### src/dual_dac_pkg.sv
// constants and types shared by the dual converter serial load logic
package dual_dac_pkg;

  // ------------------------------------------------------------
  // serial word layout
  // ------------------------------------------------------------
  localparam int WORD_BITS = 16;
  localparam int CODE_BITS = 8;
  localparam int CNT_BITS = 5;
  localparam logic [CNT_BITS-1:0] LAST_EDGE = 5'h0F;
  localparam logic [CNT_BITS-1:0] WORD_DONE = 5'h10;
  localparam int CHAN_HI = 15;
  localparam int CHAN_LO = 14;
  localparam int MODE_HI = 13;
  localparam int MODE_LO = 12;
  localparam int CODE_HI = 11;
  localparam int CODE_LO = 4;

  // mode field encodings
  localparam logic [1:0] MODE_LOAD_ONLY = 2'h0;
  localparam logic [1:0] MODE_LOAD_UPDATE = 2'h1;
  localparam logic [1:0] MODE_WRITE_BOTH = 2'h2;
  localparam logic [1:0] MODE_POWER_DOWN = 2'h3;
  localparam logic [1:0] CHAN_A = 2'h0;

  // channel field of a power-down word picks the termination
  localparam logic [1:0] PD_SEL_1K = 2'h0;
  localparam logic [1:0] PD_SEL_100K = 2'h1;

  typedef enum logic [1:0] {
    TERM_1K = 2'h0,
    TERM_100K = 2'h1,
    TERM_HIGH_Z = 2'h2
  } term_t;

  typedef struct packed {
    logic [CODE_BITS-1:0] code_a;
    logic [CODE_BITS-1:0] code_b;
    logic powered_down;
    term_t term;
  } output_state_t;

  localparam output_state_t OUT_RESET = '{
    code_a: 8'h00, code_b: 8'h00, powered_down: 1'b0, term: TERM_1K};

  // ------------------------------------------------------------
  // register map
  // ------------------------------------------------------------
  localparam logic [3:0] ADDR_CTRL = 4'h0;
  localparam logic [3:0] ADDR_STATUS = 4'h4;
  localparam logic [3:0] ADDR_COUNT = 4'h8;
  localparam int CTRL_ENABLE_BIT = 0;
  localparam logic CTRL_ENABLE_RESET = 1'b1;
  localparam logic [1:0] RESP_OKAY = 2'h0;
  localparam logic [1:0] RESP_SLVERR = 2'h2;

endpackage

### src/dual_dac_serial_load.sv
// serial frame capture, channel update logic and register slave
//
// Summary of operation
// - two channels, each driven from its own held 8-bit code.
// - each write is one 16-bit serial word with all control fields.
// - mode bits choose simultaneous update of both or single channel.
// - after reset both codes stay zero until a complete valid frame.
// - power-down selectable by word, with three termination choices.
// - shift register runs only while frame select is low.
// - serial data sampled on each of the first 16 falling serial clocks in a frame.
// - the word takes effect at the 16th falling edge.
// - frame select rising before 16 edges discards the frame.
`timescale 1ns/1ps

module dual_dac_serial_load
  import dual_dac_pkg::*;
(
  input wire logic clock,
  input wire logic srst,
  input wire logic frame_sel_n,
  input wire logic serial_data,
  input wire logic serial_clk,
  output output_state_t outputs,
  input wire logic [3:0] s_axi_awaddr,
  input wire logic s_axi_awvalid,
  output logic s_axi_awready,
  input wire logic [31:0] s_axi_wdata,
  input wire logic [3:0] s_axi_wstrb,
  input wire logic s_axi_wvalid,
  output logic s_axi_wready,
  output logic [1:0] s_axi_bresp,
  output logic s_axi_bvalid,
  input wire logic s_axi_bready,
  input wire logic [3:0] s_axi_araddr,
  input wire logic s_axi_arvalid,
  output logic s_axi_arready,
  output logic [31:0] s_axi_rdata,
  output logic [1:0] s_axi_rresp,
  output logic s_axi_rvalid,
  input wire logic s_axi_rready
);

  // ------------------------------------------------------------
  // pin synchronisers
  // ------------------------------------------------------------
  // stage 0 is only read by stage 1; stage 2 is the previous clock level
  logic [2:0] sclk_q, sclk_d;
  logic [1:0] sel_q, sel_d;
  logic [1:0] sdi_q, sdi_d;

  always_comb begin
    sclk_d = {sclk_q[1:0], serial_clk};
    sel_d = {sel_q[0], frame_sel_n};
    sdi_d = {sdi_q[0], serial_data};
  end

  always_ff @(posedge clock) begin
    if (srst) begin
      // idle levels: clock high, select high, so no false edge follows
      sclk_q <= '1;
      sel_q <= '1;
      sdi_q <= '0;
    end else begin
      sclk_q <= sclk_d;
      sel_q <= sel_d;
      sdi_q <= sdi_d;
    end
  end

  logic sclk_fall;
  logic frame_active;
  assign sclk_fall = sclk_q[2] & ~sclk_q[1];
  assign frame_active = ~sel_q[1];

  // ------------------------------------------------------------
  // serial frame and channel state
  // ------------------------------------------------------------
  logic [WORD_BITS-1:0] shift_q, shift_d;
  logic [CNT_BITS-1:0] cnt_q, cnt_d;
  logic [CODE_BITS-1:0] hold_a_q, hold_a_d, hold_b_q, hold_b_d;
  output_state_t out_q, out_d;
  logic [7:0] frames_q, frames_d, aborts_q, aborts_d;
  logic enable_q, enable_d;
  logic [WORD_BITS-1:0] word;
  logic [1:0] chan;
  logic [1:0] mode;
  logic [CODE_BITS-1:0] code;

  always_comb begin
    shift_d = shift_q;
    cnt_d = cnt_q;
    hold_a_d = hold_a_q;
    hold_b_d = hold_b_q;
    out_d = out_q;
    frames_d = frames_q;
    aborts_d = aborts_q;
    // whole word, fields at package positions
    word = {shift_q[WORD_BITS-2:0], sdi_q[1]};
    chan = word[CHAN_HI:CHAN_LO];
    mode = word[MODE_HI:MODE_LO];
    code = word[CODE_HI:CODE_LO];
    if (!frame_active) begin
      // early rise abandons the partial word
      if (cnt_q != '0 && cnt_q < WORD_DONE) begin
        aborts_d = aborts_q + 8'h01;
      end
      cnt_d = '0;
    // shift only inside a frame; falling edges
    end else if (sclk_fall && cnt_q < WORD_DONE && enable_q) begin
      shift_d = word;
      cnt_d = cnt_q + 5'h01;
      if (cnt_q == LAST_EDGE) begin
        frames_d = frames_q + 8'h01;
        // single or simultaneous update by mode
        case (mode)
          MODE_LOAD_ONLY: begin
            if (chan == CHAN_A) hold_a_d = code;
            else hold_b_d = code;
          end
          MODE_LOAD_UPDATE: begin
            if (chan == CHAN_A) hold_a_d = code;
            else hold_b_d = code;
            out_d.code_a = (chan == CHAN_A) ? code : hold_a_q;
            out_d.code_b = (chan == CHAN_A) ? hold_b_q : code;
            out_d.powered_down = 1'b0;
          end
          MODE_WRITE_BOTH: begin
            hold_a_d = code;
            hold_b_d = code;
            out_d.code_a = code;
            out_d.code_b = code;
            out_d.powered_down = 1'b0;
          end
          MODE_POWER_DOWN: begin
            out_d.powered_down = 1'b1;
            case (chan)
              PD_SEL_1K: out_d.term = TERM_1K;
              PD_SEL_100K: out_d.term = TERM_100K;
              default: out_d.term = TERM_HIGH_Z;
            endcase
          end
          default: out_d = out_q;
        endcase
      end
    end
  end

  always_ff @(posedge clock) begin
    if (srst) begin
      shift_q <= '0;
      cnt_q <= '0;
      hold_a_q <= '0;
      hold_b_q <= '0;
      out_q <= OUT_RESET;
      frames_q <= '0;
      aborts_q <= '0;
    end else begin
      shift_q <= shift_d;
      cnt_q <= cnt_d;
      hold_a_q <= hold_a_d;
      hold_b_q <= hold_b_d;
      out_q <= out_d;
      frames_q <= frames_d;
      aborts_q <= aborts_d;
    end
  end

  // each channel driven from its own register
  assign outputs = out_q;

  // ------------------------------------------------------------
  // register slave
  // ------------------------------------------------------------
  logic bvalid_q, bvalid_d, rvalid_q, rvalid_d;
  logic [1:0] bresp_q, bresp_d, rresp_q, rresp_d;
  logic [31:0] rdata_q, rdata_d;
  logic wr_take, rd_take;

  // address and data are taken together, one write outstanding
  assign wr_take = s_axi_awvalid & s_axi_wvalid & ~bvalid_q;
  assign rd_take = s_axi_arvalid & ~rvalid_q;
  assign s_axi_awready = wr_take;
  assign s_axi_wready = wr_take;
  assign s_axi_arready = ~rvalid_q;

  always_comb begin
    enable_d = enable_q;
    bvalid_d = bvalid_q & ~s_axi_bready;
    bresp_d = bresp_q;
    rvalid_d = rvalid_q & ~s_axi_rready;
    rresp_d = rresp_q;
    rdata_d = rdata_q;
    if (wr_take) begin
      bvalid_d = 1'b1;
      bresp_d = RESP_SLVERR;
      if (s_axi_awaddr == ADDR_CTRL) begin
        bresp_d = RESP_OKAY;
        if (s_axi_wstrb[0]) enable_d = s_axi_wdata[CTRL_ENABLE_BIT];
      end else if (s_axi_awaddr == ADDR_STATUS ||
                   s_axi_awaddr == ADDR_COUNT) begin
        bresp_d = RESP_OKAY;
      end
    end
    if (rd_take) begin
      rvalid_d = 1'b1;
      rresp_d = RESP_OKAY;
      case (s_axi_araddr)
        ADDR_CTRL: rdata_d = {31'h0, enable_q};
        ADDR_STATUS: rdata_d = {8'h00, cnt_q, out_q.term,
                                out_q.powered_down, out_q.code_b,
                                out_q.code_a};
        ADDR_COUNT: rdata_d = {16'h0000, aborts_q, frames_q};
        default: begin
          rdata_d = '0;
          rresp_d = RESP_SLVERR;
        end
      endcase
    end
  end

  always_ff @(posedge clock) begin
    if (srst) begin
      enable_q <= CTRL_ENABLE_RESET;
      bvalid_q <= 1'b0;
      bresp_q <= RESP_OKAY;
      rvalid_q <= 1'b0;
      rresp_q <= RESP_OKAY;
      rdata_q <= '0;
    end else begin
      enable_q <= enable_d;
      bvalid_q <= bvalid_d;
      bresp_q <= bresp_d;
      rvalid_q <= rvalid_d;
      rresp_q <= rresp_d;
      rdata_q <= rdata_d;
    end
  end

  assign s_axi_bvalid = bvalid_q;
  assign s_axi_bresp = bresp_q;
  assign s_axi_rvalid = rvalid_q;
  assign s_axi_rresp = rresp_q;
  assign s_axi_rdata = rdata_q;

endmodule

### config.mk
export PLATFORM = sky130hd
export DESIGN_NAME = dual_dac_serial_load
export DESIGN_NICKNAME = d
export VERILOG_FILES = /design/src/dual_dac_pkg.sv /design/src/dual_dac_serial_load.sv
export SDC_FILE = /design/constraint.sdc
export NUM_CORES = 1
export LEC_CHECK = 0
export BUFFER_PORTS_ARGS = -buffer_cell sky130_fd_sc_hd__buf_2
export CORE_ASPECT_RATIO = 1.1
export CORE_MARGIN = 4
export CORE_UTILIZATION = 54
export DETAILED_ROUTE_END_ITERATION = 10
export GPL_ROUTABILITY_DRIVEN = 1
export PLACE_DENSITY = 0.77
export SETUP_SLACK_MARGIN = 0.02
export SYNTH_ARGS = -nofsm -noshare
export SYNTH_HDL_FRONTEND = slang
export SYNTH_SLANG_ARGS = --single-unit
### constraint.sdc
create_clock -name clock -period 2.5 [get_ports clock]
set_clock_uncertainty 0.1 [all_clocks]
set_input_delay 0.5 -clock clock [delete_from_list [all_inputs] [get_ports clock]]
set_output_delay 0.5 -clock clock [all_outputs]
set_load 0.005 [all_outputs]
==> impl_metrics.yaml <==
yosys:
  syn_area_um2: 5006
  ys_types: 47
  syn_inst: 548
  yosysTopAreaCellShare_pct: 42.79
  yosys.area.top_type: "dfxtp_1"
  avgSynthCellArea_um2: 9.135
  synth_edf_count: 0
  ys_seq_area_share_pct: 42.79
  synthArstFlopShare_pct: 0
  yosysWarnings: 0
  netlist_top_cells_area: "dfxtp_1 43%, mux2i_1 6.8%, a21oi_1 6.6%, and3b_1 5.6%, nand2b_1 3.5%"
  synth_flop_cell: "dfxtp_1"
  synth-seq-cells: 107
cells_and_area:
  final_common_cell: "dfxtp_1"
  n_antenna_cell: 0
  layout_common_cells: "107 x dfxtp_1, 68 x buf_2, 66 x a21oi_1"
  final_nets: 650
  area_delta_synth_final_pct: 10.45
  drive_gt1_share_pct: 19.43
  fillers: 784
placement:
  port_buffers: 69
  dp_hpwl_um: 7949
  place.gp.congestion: 0.8424
sta:
  setup_viol: 0
  rsz0062_at_grt: "no"
  fin_setup_tns_ns: 0
  drv_slew: 0
  max_freq_mhz: 461.1
  fin_crit_sh_pct: 86.75
  finalHoldViolCount: 0
  max_slew_margin_pct: 20.61
  min_period_ns: 2.169
  max_slew.worst_pin.slew_ns: 1.188
drt:
  ant_nets: 0
  dr.pass1.iters: 4
  dr.first_iter.drc_count: 201
  vias: 4126
  totalWireLength_um: 11230
  viasPerCell: 5.844
  routedWlPerCell_um: 15.90
  drc: 0
clock_network:
  cts_htree_levels: 3
  clock-sinks: 107
  hold_buffers: 0
  post_cts_buffers: 0
  cts_root_buffer: "clkbuf_8"
  cts.repair.resized: 0
  cts_tree: "done"
  cts_buffers: 9
  clk_latency_ns: 0.37
  clk_path_buf_depth: 2
  clkTransAtPathRegs_ns: 0.10
grt:
  grt_usage_pct: 20.83
  grt_use_met3_pct: 3.711
  grt_max_degree: 46
  grt_pass1_wl_um: 18510
  met2_usage_pct: 33.89
  busiest_layer: "met2"
  gr-total-overflow: 0
  grt_pass1_vias: 3811
  antenna_found_initial: 0
  gr-usage-met1_pct: 27.13
floorplan:
  fp.coreArea_um2: 8964
  die_h_um: 109.0
  io_pins: 114
  start_util_pct: 55.85
  die_area_um2: 10880
  row_count: 36
  die_w_um: 99.80
power:
  leakage_uw: 0.002334
  power_uw: 2923
  ir_drop_mv: 0.2117
  p_per_area_nw_per_um2: 528.7
worst_setup_path:
  crit_chain: "ha_1 > and3_1 > ha_1 > nand2b_1 > buf_4 > or4_1 > a21oi_1"
  path_class: "reg -> reg"
  crit_required_ns: 2.71
  cp-start-kind: "register"
  arrival_ns: 2.38
  max_stage_delay_ns: 0.47
  critPathMaxFanout: 7
  cp-end-kind: "register"
  crit_path_top_delay_cell: "or4_1"
  crit_path_frequent_cell: "ha_1"
hold_path:
  min_path_type: "in -> reg"
flow_run:
  maxCapViolations: 0
run_status:
  outcome: "finished clean"
==> synthesized netlist by cell type (all sizes together) (3+ instances only) <==
cell	instances
nand2b	28
o211ai	15
o21ai	22
nor2	19
mux2	5
or2	6
clkbuf	29
or3	4
or4	9
nand4	4
nand3	24
a32oi	8
ha	8
o31ai	11
nor3	3
buf	31
a211oi	16
nor4	3
nor2b	10
a21oi	66
inv	12
nand2	24
mux2i	34
and3b	32
dfxtp	107
==> state kept, by name (all words and copies together) (netlist names) <==
| signal | flops |
|---|---|
| s_axi_rdata | 24 |
| outputs | 19 |
| shift_q | 15 |
| aborts_q | 8 |
| frames_q | 8 |
| hold_a_q | 8 |
| hold_b_q | 8 |
| cnt_q | 5 |
| sclk_q | 3 |
| sdi_q | 2 |
| sel_q | 2 |
| enable_q | 1 |
| s_axi_bresp | 1 |
| s_axi_bvalid | 1 |
| s_axi_rresp | 1 |
| s_axi_rvalid | 1 |
==> layer usage <==
layer,part of all wire [%],wire length (um),vias to the layer above
li1,-,-,2033
met3,4.5,507,24
met2,48,5377,93
met4,2.7,303,0
met1,45,5039,1976
met5,0,0,-
==> stage by stage <==
stage | worst slack [ns] | cells | util, % | hold WS, ns | instance area [um2]
floorplan | 0.5380 | 557 | - | 0.2895 | 5040
global placement | 0.3751 | 691 | 59.49 | 0.2994 | 5333
detailed placement | 0.3447 | 691 | 59.49 | 0.2950 | 5333
CTS | 0.3399 | 706 | 61.68 | 0.1964 | 5529
global route | 0.1474 | 706 | 61.68 | 0.1960 | 5529
finish | 0.3313 | 706 | 61.68 | 0.2090 | 5529
==> final cells by class <==
cell class	instances	area (um2)	area share [%]
clock buffer	13	178.9	3.236
clock inverter	2	17.52	0.3168
inverter	12	45.04	0.8147
multi-input combinational	378	2560	46.30
sequential	107	2142	38.74
tap	114	142.6	2.580
timing repair buffer	80	442.9	8.011
==> report_power, final <==
group	internal (uW)	leakage (uW)	switching, uW
clock network	472	0.000102	576
logic	53.0	0.00137	102
registers	1710	0.000864	6.80
total	2240	0.00233	685
==> critical path, delay by kind of cell, from the launching register on <==
| kind | cells | cell delay, ns |
|---|---|---|
| AND/OR/NAND/NOR | 3 | 0.84 |
| buffers and inverters | 1 | 0.22 |
| adder cells (fa/ha/maj) | 2 | 0.40 |
| AO/OA/AOI/OAI | 1 | 0.16 |
| flip-flops | 1 | 0.41 |
==> worst paths after layout <==
kind / from / endpoint / slack (ns) / depth (start not counted)
worst max-delay path: cnt_q[1]$_SDFFE_PP0P_ / frames_q[3]$_SDFFE_PP0P_ / 0.33 / 7
worst min-delay path: serial_clk / sclk_q[0]$_SDFF_PP1_ / 0.21 / 2
worst max register to register: cnt_q[1]$_SDFFE_PP0P_ / frames_q[3]$_SDFFE_PP0P_ / 0.33 / 7
worst min register to register: sclk_q[0]$_SDFF_PP1_ / sclk_q[1]$_SDFF_PP1_ / 0.33 / 1
==> cells by family (layout without fill, tap and decap cells) <==
kind of cell,Yosys count,in the layout,synth area share [%]
flip-flops,107,107,42.79
AO/OA/AOI/OAI,142,142,17.15
other,1,10,0.07491
multiplexers,39,39,7.923
AND/OR/NAND/NOR,179,179,23.04
adder cells (fa/ha/maj),8,8,2.000
buffers and inverters,72,107,7.023
(Power assumes the default switching activity.)
